===== src/hw/psl_defines.svh =====
// Constants for the transceiver status and LED control register block.
// Assumes an AXI4-Lite master with 32-bit data and one mclk domain.
//
// Contract
// Clearing link enable puts the device in standby, shown in status 15.
// Setting link enable again leaves standby and restarts auto-negotiation.
// Fault field 14:13 reads 10 master/slave, 01 parallel detect, 00 none.
// Status bit 12 is one once auto-negotiation has completed.
// Status bit 11 is one when pairs A and B are swapped.
// Status bit 10 shows inverted 10 Mb/s polarity and resets to one.
// Speed 11 undetermined at reset; bit 7 full duplex; bit 6 link up.
// Status bit 5 is one while a packet is transmitted.
// Status bit 4 is one while a packet is received.
// Status bit 3 is one while a collision occurs.
// Status bit 2 is one when both partners enable auto-negotiation.
// Status bit 1 shows partner symmetric pause advertisement.
// Status bit 0 shows partner asymmetric pause advertisement.
// Control bit 14 pairs link/activity and gigabit LEDs as two colours.
// A two-colour pair never lights both of its LEDs together.
// Control bit 15 pairs the hundred and ten LEDs likewise.
// Control bits 13 to 10 select extended modes, one LED each.
// The ten LED extended bit resets from the LED configuration strap.
// Bits 7:4 hold blink pause cycles, reset zero; bits 9:8 reserved.
// Status writes are ignored; status fields track hardware live.
`ifndef PSL_DEFINES_SVH
`define PSL_DEFINES_SVH

// ====================================================================
// Register indices; the byte address is four times the index.
`define PSL_IDX_LINK_CTL 8'h17
`define PSL_IDX_STATUS 8'h1A
`define PSL_IDX_LED_CTL 8'h1B
`define PSL_IDX_MSB 9
`define PSL_IDX_LSB 2
`define PSL_ADDR_MSB 11

// ====================================================================
// Field positions.
`define PSL_LINK_EN_BIT 13
`define PSL_TWO_CD_BIT 15
`define PSL_TWO_AB_BIT 14
`define PSL_EXT_MSB 13
`define PSL_EXT_LSB 10
`define PSL_EXT_TEN_BIT 13
`define PSL_BLINK_MSB 7
`define PSL_BLINK_LSB 4
`define PSL_FAULT_MSB 14
`define PSL_FAULT_LSB 13
`define PSL_SPEED_MSB 9
`define PSL_SPEED_LSB 8
`define PSL_POL_BIT 10

// ====================================================================
// Reset values and responses.
`define PSL_STATUS_RST 15'h0700
`define PSL_LINK_EN_RST 1'h1
`define PSL_STRAP_WAIT 3'h5
`define PSL_RESP_OKAY 2'h0
`define PSL_RESP_DECERR 2'h3

`endif


===== src/hw/psl_pkg.sv =====
// Types shared by the status and LED control register block.
// Assumes nothing of its surroundings.
package psl_pkg;

    // ================================================================
    // Link state and register selection.
    typedef enum logic [1:0] {
        PSL_LINK_STANDBY,
        PSL_LINK_NEGOTIATE,
        PSL_LINK_UP
    } psl_link_state_t;

    typedef enum logic [1:0] {
        PSL_SEL_NONE,
        PSL_SEL_LINK,
        PSL_SEL_STATUS,
        PSL_SEL_LED
    } psl_reg_sel_t;

endpackage


===== src/hw/psl_status_regs.sv =====
// Transceiver status register, link control and first LED control
// register behind an AXI4-Lite slave, plus two-colour LED pairing.
// Assumes status inputs are asynchronous and LED functions are on mclk.
//
// The AXI4-Lite slave port was chosen for this implementation.
`timescale 1ns/1ps
`include "psl_defines.svh"
module psl_status_regs (
    // Clock and reset.
    input wire logic mclk,
    input wire logic sys_rst,
    // AXI4-Lite write address and data.
    input wire logic [`PSL_ADDR_MSB:0] awaddr,
    input wire logic awvalid,
    output logic awready,
    input wire logic [31:0] wdata,
    input wire logic [3:0] wstrb,
    input wire logic wvalid,
    output logic wready,
    // AXI4-Lite write response.
    output logic [1:0] bresp,
    output logic bvalid,
    input wire logic bready,
    // AXI4-Lite read.
    input wire logic [`PSL_ADDR_MSB:0] araddr,
    input wire logic arvalid,
    output logic arready,
    output logic [31:0] rdata,
    output logic [1:0] rresp,
    output logic rvalid,
    input wire logic rready,
    // Transceiver core status, asynchronous.
    input wire logic [1:0] anFaultCode,
    input wire logic anComplete,
    input wire logic pairSwapped,
    input wire logic polarityInverted,
    input wire logic [1:0] speedCode,
    input wire logic fullDuplex,
    input wire logic linkUp,
    input wire logic txActive,
    input wire logic rxActive,
    input wire logic collision,
    input wire logic anBothEnabled,
    input wire logic partnerPause,
    input wire logic partnerAsymPause,
    input wire logic ledConfigStrap,
    // LED functions from mode selection, on mclk.
    input wire logic ledFuncLinkActivity,
    input wire logic ledFuncGigabit,
    input wire logic ledFuncHundred,
    input wire logic ledFuncTen,
    // Link control outputs.
    output logic linkStandby,
    output logic anRestart,
    // LED outputs and settings.
    output logic ledLinkActivity,
    output logic ledGigabit,
    output logic ledHundred,
    output logic ledTen,
    output logic [3:0] ledExtendedMode,
    output logic [3:0] ledBlinkPause
);

    // ================================================================
    // Address decode, shared by the write and read paths.
    function automatic psl_pkg::psl_reg_sel_t regSel(
        input logic [`PSL_ADDR_MSB:0] addr
    );
        logic [7:0] idx;
        idx = addr[`PSL_IDX_MSB:`PSL_IDX_LSB];
        regSel = psl_pkg::PSL_SEL_NONE;
        if (addr[`PSL_ADDR_MSB:`PSL_IDX_MSB+1] == '0) begin
            if (idx == `PSL_IDX_LINK_CTL) begin
                regSel = psl_pkg::PSL_SEL_LINK;
            end else if (idx == `PSL_IDX_STATUS) begin
                regSel = psl_pkg::PSL_SEL_STATUS;
            end else if (idx == `PSL_IDX_LED_CTL) begin
                regSel = psl_pkg::PSL_SEL_LED;
            end
        end
    endfunction

    // Two-colour pairing: the first LED wins a conflict, so the pair
    // never shows both colours and the board needs no extra logic.
    function automatic logic [1:0] pairLeds(
        input logic first,
        input logic second,
        input logic twoColour
    );
        pairLeds = twoColour ? {first, second & ~first} : {first, second};
    endfunction

    // ================================================================
    // Storage.
    logic linkEnableCtl;
    logic [15:0] ledCtl;
    logic [14:0] statusSync;
    logic strapSync;
    logic [2:0] strapWait;
    psl_pkg::psl_link_state_t linkState;
    psl_pkg::psl_link_state_t next_linkState;
    logic awHeld;
    logic wHeld;
    logic [`PSL_ADDR_MSB:0] awAddrQ;
    logic [31:0] wDataQ;
    logic [3:0] wStrbQ;

    // ================================================================
    // Status inputs pass the three-stage filter.
    psl_sync3 #(
        .WIDTH(15),
        .RST_VAL(`PSL_STATUS_RST)
    ) u_statusSync (
        .mclk(mclk),
        .sys_rst(sys_rst),
        .asyncIn({anFaultCode, anComplete, pairSwapped, polarityInverted,
            speedCode, fullDuplex, linkUp, txActive, rxActive, collision,
            anBothEnabled, partnerPause, partnerAsymPause}),
        .syncOut(statusSync)
    );

    psl_sync3 #(
        .WIDTH(1),
        .RST_VAL(1'h0)
    ) u_strapSync (
        .mclk(mclk),
        .sys_rst(sys_rst),
        .asyncIn(ledConfigStrap),
        .syncOut(strapSync)
    );

    // ================================================================
    // Write channel handshakes and decode.
    wire awFire = awvalid & awready;
    wire wFire = wvalid & wready;
    wire awHave = awHeld | awFire;
    wire wHave = wHeld | wFire;
    wire doWrite = awHave & wHave & ~bvalid;
    wire next_awHeld = awHave & ~doWrite;
    wire next_wHeld = wHave & ~doWrite;
    wire next_bvalid = doWrite | (bvalid & ~bready);
    wire [`PSL_ADDR_MSB:0] wrAddr = awFire ? awaddr : awAddrQ;
    wire [31:0] wrData = wFire ? wdata : wDataQ;
    wire [3:0] wrStrb = wFire ? wstrb : wStrbQ;
    wire psl_pkg::psl_reg_sel_t wrSel = regSel(wrAddr);
    wire wrLink = doWrite & (wrSel == psl_pkg::PSL_SEL_LINK);
    wire wrLed = doWrite & (wrSel == psl_pkg::PSL_SEL_LED);
    wire wrMapped = wrSel != psl_pkg::PSL_SEL_NONE;

    // Write channel state; awready and wready drop while a word waits
    // or a response is pending, so one write is in flight at a time.
    always_ff @(posedge mclk) begin
        if (sys_rst) begin
            awHeld <= 1'h0;
            wHeld <= 1'h0;
            awready <= 1'h0;
            wready <= 1'h0;
            bvalid <= 1'h0;
            bresp <= `PSL_RESP_OKAY;
        end else begin
            awHeld <= next_awHeld;
            wHeld <= next_wHeld;
            awready <= ~next_awHeld & ~next_bvalid;
            wready <= ~next_wHeld & ~next_bvalid;
            bvalid <= next_bvalid;
            if (doWrite) begin
                bresp <= wrMapped ? `PSL_RESP_OKAY : `PSL_RESP_DECERR;
            end
        end
    end

    // Latched write address and data.
    always_ff @(posedge mclk) begin
        if (sys_rst) begin
            awAddrQ <= '0;
            wDataQ <= '0;
            wStrbQ <= '0;
        end else begin
            if (awFire) begin
                awAddrQ <= awaddr;
            end
            if (wFire) begin
                wDataQ <= wdata;
                wStrbQ <= wstrb;
            end
        end
    end

    // ================================================================
    // Control registers. A status write falls through unstored. R20
    wire strapLoad = strapWait == `PSL_STRAP_WAIT - 3'h1;
    always_ff @(posedge mclk) begin
        if (sys_rst) begin
            linkEnableCtl <= `PSL_LINK_EN_RST;
            ledCtl <= '0;
            strapWait <= '0;
        end else begin
            if (strapWait != `PSL_STRAP_WAIT) begin
                strapWait <= strapWait + 3'h1;
            end
            // The strap is caught once the filter has settled. R18
            if (strapLoad) begin
                ledCtl[`PSL_EXT_TEN_BIT] <= strapSync;
            end
            if (wrLink && wrStrb[1]) begin
                linkEnableCtl <= wrData[`PSL_LINK_EN_BIT];
            end
            if (wrLed && wrStrb[0]) begin
                ledCtl[`PSL_BLINK_MSB:`PSL_BLINK_LSB] <=
                    wrData[`PSL_BLINK_MSB:`PSL_BLINK_LSB];
            end
            if (wrLed && wrStrb[1]) begin
                ledCtl[`PSL_TWO_CD_BIT:`PSL_EXT_LSB] <=
                    wrData[`PSL_TWO_CD_BIT:`PSL_EXT_LSB];
            end
        end
    end

    // ================================================================
    // Link state: standby follows link enable, and leaving standby
    // starts a fresh negotiation.
    always_comb begin
        next_linkState = linkState;
        case (linkState)
            psl_pkg::PSL_LINK_STANDBY: begin
                if (linkEnableCtl) begin
                    next_linkState = psl_pkg::PSL_LINK_NEGOTIATE;
                end
            end
            psl_pkg::PSL_LINK_NEGOTIATE: begin
                if (statusSync[12]) begin
                    next_linkState = psl_pkg::PSL_LINK_UP;
                end
            end
            psl_pkg::PSL_LINK_UP: begin
                if (!statusSync[12]) begin
                    next_linkState = psl_pkg::PSL_LINK_NEGOTIATE;
                end
            end
            default: begin
                next_linkState = psl_pkg::PSL_LINK_STANDBY;
            end
        endcase
        if (!linkEnableCtl) begin
            next_linkState = psl_pkg::PSL_LINK_STANDBY;
        end
    end

    // Link state register with standby flag and restart pulse.
    always_ff @(posedge mclk) begin
        if (sys_rst) begin
            linkState <= psl_pkg::PSL_LINK_STANDBY;
            linkStandby <= 1'h1;
            anRestart <= 1'h0;
        end else begin
            linkState <= next_linkState;
            linkStandby <= next_linkState == psl_pkg::PSL_LINK_STANDBY;
            anRestart <= (linkState == psl_pkg::PSL_LINK_STANDBY) &&
                (next_linkState == psl_pkg::PSL_LINK_NEGOTIATE);
        end
    end

    // ================================================================
    // Status word: live filtered core signals under the standby flag.

    wire [15:0] statusWord = {linkStandby, statusSync};

    // ================================================================
    // Read channel; the answer comes one cycle after the address.
    wire arFire = arvalid & arready;
    wire next_rvalid = arFire | (rvalid & ~rready);
    wire psl_pkg::psl_reg_sel_t rdSel = regSel(araddr);
    wire [15:0] linkWord = 16'(linkEnableCtl) << `PSL_LINK_EN_BIT;
    // Reserved bits 9:8 and the lower bits held elsewhere read zero.
    wire [15:0] ledWord = {ledCtl[`PSL_TWO_CD_BIT:`PSL_EXT_LSB], 2'h0,
        ledCtl[`PSL_BLINK_MSB:`PSL_BLINK_LSB], 4'h0};
    wire [15:0] rdWord =
        (rdSel == psl_pkg::PSL_SEL_LINK) ? linkWord :
        (rdSel == psl_pkg::PSL_SEL_STATUS) ? statusWord :
        (rdSel == psl_pkg::PSL_SEL_LED) ? ledWord : 16'h0000;

    // Read channel registers.
    always_ff @(posedge mclk) begin
        if (sys_rst) begin
            arready <= 1'h0;
            rvalid <= 1'h0;
            rdata <= '0;
            rresp <= `PSL_RESP_OKAY;
        end else begin
            arready <= ~next_rvalid;
            rvalid <= next_rvalid;
            if (arFire) begin
                rdata <= {16'h0000, rdWord};
                rresp <= (rdSel == psl_pkg::PSL_SEL_NONE) ?
                    `PSL_RESP_DECERR : `PSL_RESP_OKAY;
            end
        end
    end

    // ================================================================
    // LED outputs with optional two-colour pairing.
    wire [1:0] pairAb = pairLeds(ledFuncLinkActivity, ledFuncGigabit,
        ledCtl[`PSL_TWO_AB_BIT]);
    wire [1:0] pairCd = pairLeds(ledFuncHundred, ledFuncTen,
        ledCtl[`PSL_TWO_CD_BIT]);

    // LED output registers keep the outputs glitch free.
    always_ff @(posedge mclk) begin
        if (sys_rst) begin
            ledLinkActivity <= 1'h0;
            ledGigabit <= 1'h0;
            ledHundred <= 1'h0;
            ledTen <= 1'h0;
        end else begin
            ledLinkActivity <= pairAb[1];
            ledGigabit <= pairAb[0];
            ledHundred <= pairCd[1];
            ledTen <= pairCd[0];
        end
    end

    // Mode settings handed to the LED function selection.
    assign ledExtendedMode = ledCtl[`PSL_EXT_MSB:`PSL_EXT_LSB];
    assign ledBlinkPause = ledCtl[`PSL_BLINK_MSB:`PSL_BLINK_LSB];
endmodule


===== src/hw/psl_sync3.sv =====
// Three-stage input synchroniser with agreement filter.
// Assumes inputs come from outside the mclk domain.
`timescale 1ns/1ps
module psl_sync3 #(
    parameter int WIDTH = 1,
    parameter logic [WIDTH-1:0] RST_VAL = '0
) (
    // Clock and reset.
    input wire logic mclk,
    input wire logic sys_rst,
    // Asynchronous input and filtered result.
    input wire logic [WIDTH-1:0] asyncIn,
    output logic [WIDTH-1:0] syncOut
);

    // ================================================================
    // Per-bit chains.
    genvar i;
    generate
        for (i = 0; i < WIDTH; i++) begin : g_bit
            logic stage1;
            logic stage2;
            logic stage3;
            // The first stage feeds only the second, so a metastable
            // value never reaches the comparison.
            always_ff @(posedge mclk) begin
                if (sys_rst) begin
                    stage1 <= RST_VAL[i];
                    stage2 <= RST_VAL[i];
                    stage3 <= RST_VAL[i];
                    syncOut[i] <= RST_VAL[i];
                end else begin
                    stage1 <= asyncIn[i];
                    stage2 <= stage1;
                    stage3 <= stage2;
                    if (stage2 == stage3) begin
                        syncOut[i] <= stage3;
                    end
                end
            end
        end
    endgenerate

endmodule


===== config.mk =====
export PLATFORM = sky130hd
export DESIGN_NAME = psl_status_regs
export DESIGN_NICKNAME = d
export VERILOG_FILES = /design/src/hw/psl_pkg.sv /design/src/hw/psl_status_regs.sv /design/src/hw/psl_sync3.sv
export VERILOG_INCLUDE_DIRS = /design/src /design/src/hw
export SDC_FILE = /design/constraint.sdc
export NUM_CORES = 1
export LEC_CHECK = 0
export CAP_MARGIN = 15
export CORE_MARGIN = 1.5
export CORE_UTILIZATION = 62
export DETAILED_ROUTE_END_ITERATION = 10
export DONT_BUFFER_PORTS = 1
export PLACE_DENSITY_LB_ADDON = 0.1
export SLEW_MARGIN = 20
export SYNTH_ARGS = -nofsm -noshare
export SYNTH_HDL_FRONTEND = slang
export SYNTH_SLANG_ARGS = --single-unit

===== constraint.sdc =====
create_clock -name mclk -period 1.7 [get_ports mclk]
set_input_delay 0.34 -clock mclk [delete_from_list [all_inputs] [get_ports mclk]]
set_output_delay 0.34 -clock mclk [all_outputs]
set_load 0.02 [all_outputs]

# After elaboration in Yosys (flattened, before gate mapping)
# Index checks and enable logic that the tools add are counted.
[word_totals] register_bits=143 in_bits=87
[classes] addsub=1 eq_ne=32 n_mux=24 n_bitwise=29 reduce_logical=11
[ops] op="$mux 16" n=4
[ops] op="$eq 8x5->1 const B" n=6
[ops] op="$mux 2" n=14
[ops] op="$eq 1x1->1" n=16
[ops] op="$and 1x1->1" n=15
[ops] op="$mux 12" n=1
[ops] op="$logic_not 2->1" n=5
[ops] op="$not 1->1" n=10
[ops] op="$eq 2x1->1 const B" n=4
[ops] op="$eq 2x2->1 const B" n=4
[ops] op="$pmux 2 s3" n=1
[ops] op="$logic_and 1x1->1" n=4
[ops] op="$mux 4" n=1
[ops] op="$or 1x1->1" n=4
[ops] op="$reduce_bool 2->1" n=2
[ops] op="$add 3x1->3 const B" n=1
[ops] op="$eq 3x3->1 const B" n=1
[ops] op="$mux 1" n=3
[ops] op="$ne 3x3->1 const B" n=1

# Depth between registers and ports, before layout
# Gate-level depths: netlist (run 1).
[logic_depth] word_depth=11 mapped_depth=6 depth_no_buf=6

# Hierarchy
# From an unflattened synthesis (run 1), not the netlist that was laid out.
[hier_totals] hier_cells=494 area_unflattened_um2=4780.8
[by_module_without_submodules] mod="psl_status_regs" n_inst=1 cells_each=328 area_each_um2=2941.6 seq_area_each_um2=1381.3
[by_module_without_submodules] mod="psl_sync3 (u_statusSync)" n_inst=1 cells_each=156 area_each_um2=1726.7 seq_area_each_um2=1201.2
[by_module_without_submodules] mod="psl_sync3 (u_strapSync)" n_inst=1 cells_each=10 area_each_um2=112.6 seq_area_each_um2=80.1

# Worst setup path before layout (run 1)
# OpenSTA, ideal clock, no wires.
[synth_timing] path_type="register -> register" from="register awready" to="register ledCtl[11]" setup_ns=0.121 arrival_ns=1.522 required_time_ns=1.579 setup_slack_ns=0.057 path_stages_with_launch=7 n_path_buf=1 period_less_slack_ns=1.643 path_cell_list="dfxtp_1 and2_4 buf_6 nand3_1 o21ai_4 nand3b_4 mux2_4"
[synth_between] elab_chain_len=10 word_cells_on_any_way=16 cone_classes="eq/ne: 4; mux: 5; bitwise: 5; reduce/logical: 2"
[synth_rtl] element="from (decl)" line="psl_status_regs.sv:15" text="output logic awready,"
[synth_rtl] element="from (signal assigned)" line="psl_status_regs.sv:163" text="awready <= ~next_awHeld & ~next_bvalid;"
[synth_rtl] element="$and 1x1->1 (*)" line="psl_status_regs.sv:134" text="wire awFire = awvalid & awready;"
[synth_rtl] element="$mux 12"
[synth_rtl] element="$eq 8x5->1 (no source line)"
[synth_rtl] element="$mux 2" line="psl_status_regs.sv:77" text="end else if (idx == `PSL_IDX_LED_CTL) begin"
[synth_rtl] element="$mux 2" line="psl_status_regs.sv:75" text="end else if (idx == `PSL_IDX_STATUS) begin"
[synth_rtl] element="$mux 2" line="psl_status_regs.sv:73" text="if (idx == `PSL_IDX_LINK_CTL) begin"
[synth_rtl] element="$mux 2" line="psl_status_regs.sv:72" text="if (addr[`PSL_ADDR_MSB:`PSL_IDX_MSB+1] == '0) begin"
[synth_rtl] element="$eq 2x2->1" line="psl_status_regs.sv:147" text="wire wrLed = doWrite & (wrSel == psl_pkg::PSL_SEL_LED);"
[synth_rtl] element="$and 1x1->1 (*)" line="psl_status_regs.sv:147"
[synth_rtl] element="$logic_and 1x1->1 (*)" line="psl_status_regs.sv:212" text="if (wrLed && wrStrb[1]) begin"
[synth_rtl] element="to (signal, indexed assignment)" line="psl_status_regs.sv:203" text="ledCtl[`PSL_EXT_TEN_BIT] <= strapSync;"
[synth_rtl] element="to (signal, indexed assignment)" line="psl_status_regs.sv:209" text="ledCtl[`PSL_BLINK_MSB:`PSL_BLINK_LSB] <="
[synth_rtl] element="to (signal, indexed assignment)" line="psl_status_regs.sv:213" text="ledCtl[`PSL_TWO_CD_BIT:`PSL_EXT_LSB] <="
[synth_rtl] element="to (decl)" line="psl_status_regs.sv:96" text="logic [15:0] ledCtl;"
# Mark *: on every way between the ends. The rest lies on a longest branch, timed or not.
# A chain may end at the register's enable or synchronous reset.

# Worst setup path after layout (run 1)
[layout_timing] from="register arready" to="register rdata[15]"
[layout_between] elab_chain_len=1
[layout_rtl] element="from (decl)" line="psl_status_regs.sv:27" text="output logic arready,"
[layout_rtl] element="from (signal assigned)" line="psl_status_regs.sv:290" text="arready <= ~next_rvalid;"
[layout_rtl] element="$and 1x1->1" line="psl_status_regs.sv:270" text="wire arFire = arvalid & arready;"
[layout_rtl] element="to (signal assigned)" line="psl_status_regs.sv:293" text="rdata <= {16'h0000, rdWord};"
[layout_rtl] element="to (decl)" line="psl_status_regs.sv:28" text="output logic [31:0] rdata,"
# Every way passes these cells.

==> metrics.log, run 1 <==
INFO  metric topRoutingLayerUsed = met4
INFO  metric floorplan.die.height = 91.5 um
INFO  metric pwr_density_cell = 1190 nW/um2
INFO  metric grt_usage = 25.9%
INFO  metric first_global_vias = 3527
INFO  metric critical_path_arrival = 2.05 ns
INFO  metric met3RoutedLength = 517 um
INFO  metric grt_antenna_before_repair = 0
INFO  metric power.static_leakage = 2.58 nW
INFO  metric insertion_delay_of_the_later_clocked_pin_in_the_worst_skew_pair = 0.51 ns
INFO  metric dominantRegCellSynth = sky130_fd_sc_hd__dfxtp_1
INFO  metric yosysMostFrequentCell = sky130_fd_sc_hd__dfxtp_1
INFO  metric fillers = 510
INFO  metric holdCritPathClass = input port to flop
INFO  metric met2_length = 5460 um
INFO  metric final.setup.tns = 0 ns
INFO  metric post_route_cells_drive_above_1_share = 13.9%
INFO  metric number_of_max_cap_violations = 0
INFO  metric outcome = complete, no violations
INFO  metric port_buffers = 0
INFO  metric die_area = 8380 um2
INFO  metric ir_worst_vdd = 0.000737 V
INFO  metric tritoncts_num_sinks = 133
INFO  metric routed_wire_length_per_instance = 15.3 um
INFO  metric initial_core_utilization = 63.6%
INFO  metric endpoint_kind = flop
INFO  metric finish.instance_area = 6110 um2
INFO  metric worstPathRequired = 2.10 ns
INFO  metric finalHoldViolCount = 0
INFO  metric synth_area_per_cell = 9.82 um2
INFO  metric fin_worst_hold_slack = 0.0173 ns
INFO  metric area.sequential = 2660 um2
INFO  metric timing.final.crit_share = 97.0%
INFO  metric dp_hpwl = 5570 um
INFO  metric drt-met1-wl = 4200 um
INFO  metric timing.setup.critical_path_class = flop to flop
INFO  metric drc_errors = 0
INFO  metric clk_transition_reported_paths = 0.07 ns
INFO  metric number_of_distinct_library_cells_after_synthesis = 46
INFO  metric min_period = 1.65 ns
INFO  metric synthesis.yosys.warnings = 0
INFO  metric syn2layout_area_growth = 25.8%
INFO  metric postRouteWirelength = 10300 um
INFO  metric detailedPlace.worstSlack = -0.0304 ns
INFO  metric critPathMaxFanout = 5
INFO  metric synth.yosys.seq_area_share = 54.8%
INFO  metric grt.overflow.total = 0
INFO  metric antenna-diode-count = 0
INFO  metric syn-cell-area = 4860 um2
INFO  metric synthArstFlopShare = 0%
INFO  metric synth-seq-cells = 133
INFO  metric synth-edff-count = 0
INFO  metric synth.top_cells.by_count = sky130_fd_sc_hd__dfxtp_1 (133), sky130_fd_sc_hd__nor2b_1 (55), sky130_fd_sc_hd__nand2_1 (54)
INFO  metric tritoncts = yes
INFO  metric proportion_of_netlist_area_held_by_the_largest_area_contributor = 54.8%
INFO  metric design.core.area = 7650 um2
INFO  metric ctsRootBufferMaster = sky130_fd_sc_hd__clkbuf_8
INFO  metric maximum_number_of_pins_on_one_net_before_global_route_repair = 78
INFO  metric nNetsFinal = 647
INFO  metric cp-start-kind = flop
INFO  metric htree_num_levels = 4
INFO  metric ant_nets = 0
INFO  metric worst_skew = 0.00738 ns
INFO  metric yosys-top-cells-area = sky130_fd_sc_hd__dfxtp_1 (55%), sky130_fd_sc_hd__nor2b_1 (7.1%), sky130_fd_sc_hd__a21oi_1 (4.2%)
INFO  metric gp_congestion = 0.768
INFO  metric setup_violation_total_in_the_final_timing_report = 0
INFO  metric via_per_inst = 5.25
INFO  metric timing_max_transition_violations_final = 0
INFO  metric dpl-instance-area = 4810 um2
INFO  metric syn-instance-count = 495
INFO  metric cts_buffers = 17
INFO  metric post_layout_worst_setup_margin = 0.0504 ns
INFO  metric achievable-frequency = 606 MHz
INFO  metric placement_rows = 32
INFO  metric floorplan.io_pins = 142
INFO  metric floorplan.die.width = 91.5 um
INFO  metric multiInputGateArea = 1940 um2
INFO  metric grt_pass1_wl = 16800 um
INFO  metric drt-initial-drc-count = 197
INFO  metric drt-pass1-iter-count = 4
INFO  metric post-synth-top-area-cell = sky130_fd_sc_hd__dfxtp_1
INFO  metric cts_buffer_depth = 2
INFO  metric vias = 3528
critical path: stages, from the launching register on:
cell	delay, ns
sky130_fd_sc_hd__dfxtp_2	0.32
sky130_fd_sc_hd__nand2_1	0.06
sky130_fd_sc_hd__and4b_2	0.24
sky130_fd_sc_hd__buf_6	0.14
sky130_fd_sc_hd__a22oi_1	0.15
sky130_fd_sc_hd__nor2_1	0.06
sky130_fd_sc_hd__dlygate4sd3_1	0.55
worst paths after layout:
kind / startpoint / to / slack [ns] / depth (start not counted)
min reg2reg: u_statusSync.g_bit[8].stage1 / u_statusSync.g_bit[8].stage2 / 0.41 / 1
max reg2reg: arready / rdata[15] / 0.05 / 6
max: arready / rdata[15] / 0.05 / 6
min: wvalid / wDataQ[7] / 0.02 / 2
metal layers:
layer  GRT usage [%]  vias to the layer above
met2            47.1                      100
met3            7.20                       10
met4            10.3                        0
li1                -                     1742
met5               0                        -
met1            28.1                     1676
report_power, final:
part / switching, mW / internal, mW
clock network: 1.53 / 2.04
logic: 0.211 / 0.205
registers: 0.0779 / 3.23
stage by stage:
step	total power [mW]	utilization (%)	instances
detailed placement	3.66	63.0	571
global route	7.55	79.9	672
floorplan	3.67	-	510
finish	7.30	79.9	672
global placement	3.64	63.0	571
CTS	7.34	79.7	670
logic make-up after synthesis:
kind of cell	after synthesis	share of synthesized area [%]
AO/OA/AOI/OAI	81	10.1
XOR/XNOR	3	0.541
adder cells (fa/ha/maj)	3	0.772
buffers and inverters	54	6.43
flip-flops	133	54.8
multiplexers	24	5.92
other	1	0.0771
AND/OR/NAND/NOR	196	21.4
final cells by class:
class | count | share of cell area, %
inverters | 4 | 0.246
clock buffers | 17 | 6.77
well taps | 102 | 2.09
clock inverters | 15 | 2.91
repair buffers | 78 | 12.6
flip-flops and latches | 133 | 43.6
multi-input cells | 323 | 31.8
registers in the layout (all words and copies together) (netlist names), 2 cells and up:
| register | cells |
|---|---|
| u_statusSync.g_bit.stage3 | 15 |
| rdata | 16 |
| awAddrQ | 10 |
| ledCtl | 10 |
| wDataQ | 10 |
| u_statusSync.syncOut | 15 |
| u_statusSync.g_bit.stage2 | 15 |
| linkState | 2 |
| wStrbQ | 2 |
| u_statusSync.g_bit.stage1 | 15 |
| strapWait | 3 |
layout by cell type, fill, tap and decap left out, drive strengths merged, types with 4 or more instances in the layout:
master / synthesis / routed
mux2i: 4 / 4
nor3: 7 / 7
buf: 32 / 12
or2: 9 / 9
dlygate4sd3: 0 / 66
nor2b: 55 / 55
mux2: 20 / 20
nor2: 34 / 34
nand3: 16 / 16
dfxtp: 133 / 133
conb: 1 / 16
a22oi: 16 / 16
inv: 4 / 16
clkbuf: 18 / 17
nand2: 54 / 54
a21oi: 41 / 41
o21ai: 17 / 17
repair_timing:
action                                  in CTS  in global routing
buffers inserted                             0                  1
hold buffers                                67                  1
endpoints found under the hold margin      120                  1
endpoints found under the setup margin       0                  4
gates resized for setup                      0                  3
Note: power is estimated with default switching activity, not from simulation.
==> run 2: changes to the inputs <==
--- a/config.mk
+++ b/config.mk
@@ -6,11 +6,13 @@
 export SDC_FILE = /design/constraint.sdc
 export NUM_CORES = 1
 export LEC_CHECK = 0
+export ABC_AREA = 1
 export CAP_MARGIN = 15
 export CORE_MARGIN = 1.5
 export CORE_UTILIZATION = 62
 export DETAILED_ROUTE_END_ITERATION = 10
 export DONT_BUFFER_PORTS = 1
+export MAX_ROUTING_LAYER = met4
 export PLACE_DENSITY_LB_ADDON = 0.1
 export SLEW_MARGIN = 20
 export SYNTH_ARGS = -nofsm -noshare
==> run 2 against run 1 <==
Compared with the run above: fmax is 2.5% lower; clock power is 9.2% lower; global-route usage is 0.58 points lower; final area is 3.4% higher; die area is 6.1% higher; highest routed layer unchanged.
==> metrics.log, run 2 <==
INFO  metric proportion_of_netlist_area_held_by_the_largest_area_contributor = 51.5% (-3.3 points)
INFO  metric worstPathRequired = 2.15 ns (+0.05 ns)
INFO  metric post_layout_worst_setup_margin = 0.00796 ns (-0.0425 ns)
INFO  metric outcome = complete, no violations
INFO  metric synth-edff-count = 0 (unchanged)
INFO  metric grt_pass1_wl = 16600 um (-1.1%)
INFO  metric mostFrequentLayoutCells = sky130_fd_sc_hd__dfxtp_1 (132), sky130_fd_sc_hd__nor2_1 (126), sky130_fd_sc_hd__inv_1 (83), sky130_fd_sc_hd__nand2_1 (72), sky130_fd_sc_hd__nand3_1 (43)
INFO  metric ir_worst_vdd = 0.000723 V (-1.8%)
INFO  metric drt-initial-drc-count = 179 (-9.1%)
INFO  metric synth-seq-cells = 133 (unchanged)
INFO  metric via_per_inst = 4.97 (-5.4%)
INFO  metric ant_nets = 0 (unchanged)
INFO  metric min_period = 1.69 ns (+0.0425 ns)
INFO  metric post_route_cells_drive_above_1_share = 15.0% (+1.1 points)
INFO  metric syn2layout_area_growth = 22.3%
INFO  metric layout_commonest_cell = sky130_fd_sc_hd__dfxtp_1
INFO  metric critPathMaxFanout = 7 (+2)
INFO  metric placement_rows = 33 (+3.1%)
INFO  metric ctsRootBufferMaster = sky130_fd_sc_hd__clkbuf_8
INFO  metric hold_start = wdata[12]
INFO  metric cp-start-kind = flop
INFO  metric dp_hpwl = 6280 um (+13%)
INFO  metric fillers = 567 (+11%)
INFO  metric cts_buffer_depth = 2 (unchanged)
INFO  metric floorplan.die.height = 94.3 um (+3.0%)
INFO  metric tritoncts_num_sinks = 133 (unchanged)
INFO  metric floorplan.die.width = 94.3 um (+3.0%)
INFO  metric dominantRegCellSynth = sky130_fd_sc_hd__dfxtp_1
INFO  metric initial_core_utilization = 63.6% (about the same)
INFO  metric yosysMostFrequentCell = sky130_fd_sc_hd__dfxtp_1
INFO  metric syn-instance-count = 654 (+32%)
INFO  metric tritoncts = yes
INFO  metric timing_max_transition_violations_final = 0 (unchanged)
INFO  metric r2r_start = awready
INFO  metric worst_skew = 0.00734 ns (-0.0000428 ns)
INFO  metric maximum_number_of_pins_on_one_net_before_global_route_repair = 78 (unchanged)
INFO  metric post-synth-top-area-cell = sky130_fd_sc_hd__dfxtp_1
INFO  metric cp-startpoint = awready
INFO  metric design.core.area = 8130 um2 (+6.4%)
INFO  metric synth.yosys.seq_area_share = 51.5% (-3.3 points)
INFO  metric rsz0062_at_grt = yes
INFO  metric drc_errors = 0 (unchanged)
INFO  metric number_of_max_cap_violations = 0 (unchanged)
INFO  metric grt_antenna_before_repair = 0 (unchanged)
INFO  metric synth_area_per_cell = 7.91 um2 (-19%)
INFO  metric synthArstFlopShare = 0% (unchanged)
INFO  metric number_of_distinct_library_cells_after_synthesis = 31 (-33%)
INFO  metric timing.setup.critical_path_class = flop to flop
INFO  metric largest_reg_flops = 16 (unchanged)
INFO  metric postRouteWirelength = 10700 um (+3.8%)
INFO  metric detailedPlace.worstSlack = -0.0548 ns (-0.0244 ns)
INFO  metric htree_num_levels = 4 (unchanged)
INFO  metric power.static_leakage = 2.89 nW (+12%)
INFO  metric worst_hold_path.num_cells = 2 (unchanged)
INFO  metric ff_to_ff_path_depth = 11 (+5)
INFO  metric pwr_density_cell = 1160 nW/um2 (-2.4%)
INFO  metric critical_path_arrival = 2.14 ns (+0.09 ns)
INFO  metric drt-pass1-iter-count = 5 (+1)
INFO  metric die_area = 8900 um2 (+6.1%)
INFO  metric antenna-diode-count = 0 (unchanged)
INFO  metric timing.final.crit_share = 99.5% (+2.5 points)
INFO  metric reg2reg_setup_slack = 0.008 ns (-0.04 ns)
INFO  metric clk_transition_reported_paths = 0.06 ns (about the same)
INFO  metric grt.overflow.total = 0 (unchanged)
INFO  metric synthesis.yosys.warnings = 0 (unchanged)
INFO  metric setup_violation_total_in_the_final_timing_report = 0 (unchanged)
INFO  metric cts_buffers = 17 (unchanged)
INFO  metric final.setup.tns = 0 ns (unchanged)
INFO  metric endpoint_kind = flop
INFO  metric gp_congestion = 0.764 (-0.62%)
INFO  metric yosys-top-cells-area = sky130_fd_sc_hd__dfxtp_1 (52%), sky130_fd_sc_hd__nor2_1 (9.1%), sky130_fd_sc_hd__inv_1 (6.1%)
INFO  metric holdCritPathClass = input port to flop
INFO  metric vias = 4063 (+15%)
INFO  metric synth.top_cells.by_count = sky130_fd_sc_hd__dfxtp_1 (133), sky130_fd_sc_hd__nor2_1 (126), sky130_fd_sc_hd__inv_1 (84)
INFO  metric syn-cell-area = 5170 um2 (+6.4%)
INFO  metric grt_usage = 25.3% (-0.58 points)
INFO  metric routed_wire_length_per_instance = 13.1 um (-15%)
INFO  metric insertion_delay_of_the_later_clocked_pin_in_the_worst_skew_pair = 0.51 ns (about the same)
INFO  metric achievable-frequency = 591 MHz (-2.5%)
INFO  metric first_global_vias = 3613 (+2.4%)
INFO  metric finalHoldViolCount = 0 (unchanged)
INFO  metric floorplan.io_pins = 142 (unchanged)
INFO  metric nNetsFinal = 790 (+22%)
INFO  metric fin_worst_hold_slack = 0.0182 ns (+0.000965 ns)
INFO  metric largest-register = rdata
INFO  metric port_buffers = 0 (unchanged)
[run 2: cell count changes after synthesis, moves of 6 or more]
cell                      before  now
sky130_fd_sc_hd__inv_1         4   84
sky130_fd_sc_hd__o21ai_1       0   13
sky130_fd_sc_hd__inv_2         0    7
sky130_fd_sc_hd__nand4_1       1   16
sky130_fd_sc_hd__a21oi_1      41   33
sky130_fd_sc_hd__a22oi_1      16    0
sky130_fd_sc_hd__nand2_1      54   79
sky130_fd_sc_hd__mux2_2       10    0
sky130_fd_sc_hd__mux2_4        6    0
sky130_fd_sc_hd__mux2i_1       4   10
sky130_fd_sc_hd__nor2b_1      55    0
sky130_fd_sc_hd__nor2_1       34  126
sky130_fd_sc_hd__nand3_1      15   47
sky130_fd_sc_hd__nand2_2       0    6
[run 2: per-layer routing]
| layer | track usage (%) | vias to the layer above | part of all wire, % | routed length, um |
|---|---|---|---|---|
| li1 | - | 2087 | - | - |
| met1 | 29.6 | 1824 | 41 | 4350 |
| met2 | 41.4 | 132 | 50 | 5400 |
| met3 | 7.20 | 20 | 6.9 | 741 |
| met4 | 9.20 | 0 | 1.8 | 197 |
| met5 | - | - | 0 | 0 |
[run 2: kinds of logic after synthesis]
family                     Yosys count  synth area share, %
AOI/OAI and AO/OA                   60                 6.00
muxes                               10                 1.94
DFF                                133                 51.5
adders and majority gates            3                0.726
buffers and inverters              148                 13.2
and+or+nand+nor                    298                 26.4
other                                1               0.0725
xor gates and xnor gates             1                0.169
[run 2: report_power, final]
group          internal [mW]  switching, mW  leakage [nW]  total, mW
Sequential              3.26          0.125          1.09       3.39
Clock                   1.83           1.42         0.248       3.25
Combinational          0.309          0.416          1.55      0.725
[run 2: cell type report]
class | instances | area [um2] | area share (%)
Clock buffer | 18 | 418 | 6.61
Clock inverter | 14 | 119 | 1.88
Inverter | 96 | 360 | 5.70
Multi-Input combinational cell | 390 | 2010 | 31.8
Sequential cell | 133 | 2670 | 42.2
Tap cell | 105 | 131 | 2.08
Timing Repair Buffer | 62 | 619 | 9.79
[run 2: path summary, 6_finish.rpt]
| path | end |
|---|---|
| worst max-delay path | ledCtl[15] |
| worst max register to register | ledCtl[15] |
| worst min-delay path | wDataQ[12] |
| worst min register to register | u_statusSync.g_bit[0].stage2 |
[run 2: repair_timing]
action,in CTS,in global routing
cloned,2,0
setup buffers,1,3
setup endpoints to repair,11,17
pin swaps,2,19
gates resized for setup,4,27
hold buffers,42,0
endpoints found under the hold margin,101,0
[run 2: worst max-delay path, cell delays in order (launching register included)]
cell and delay, ns:
sky130_fd_sc_hd__dfxtp_4 0.41, sky130_fd_sc_hd__buf_6 0.13, sky130_fd_sc_hd__nand3_2 0.06, sky130_fd_sc_hd__nand2_2 0.08
sky130_fd_sc_hd__nand2_2 0.06, sky130_fd_sc_hd__nor2_4 0.18, sky130_fd_sc_hd__nand2_4 0.11, sky130_fd_sc_hd__nor2_8 0.16
sky130_fd_sc_hd__nand2_4 0.08, sky130_fd_sc_hd__nor2_4 0.17, sky130_fd_sc_hd__nor2_1 0.07, sky130_fd_sc_hd__nor2_1 0.11
[run 2: metrics by stage]
step,area [um2],total power [mW],utilization [%],cells
CTS,6190,7.34,76.1,815
global route,6320,7.67,77.7,818
finish,6320,7.36,77.7,818
detailed placement,5170,3.97,63.5,738
global placement,5170,3.95,63.5,738
floorplan,5230,3.92,-,669
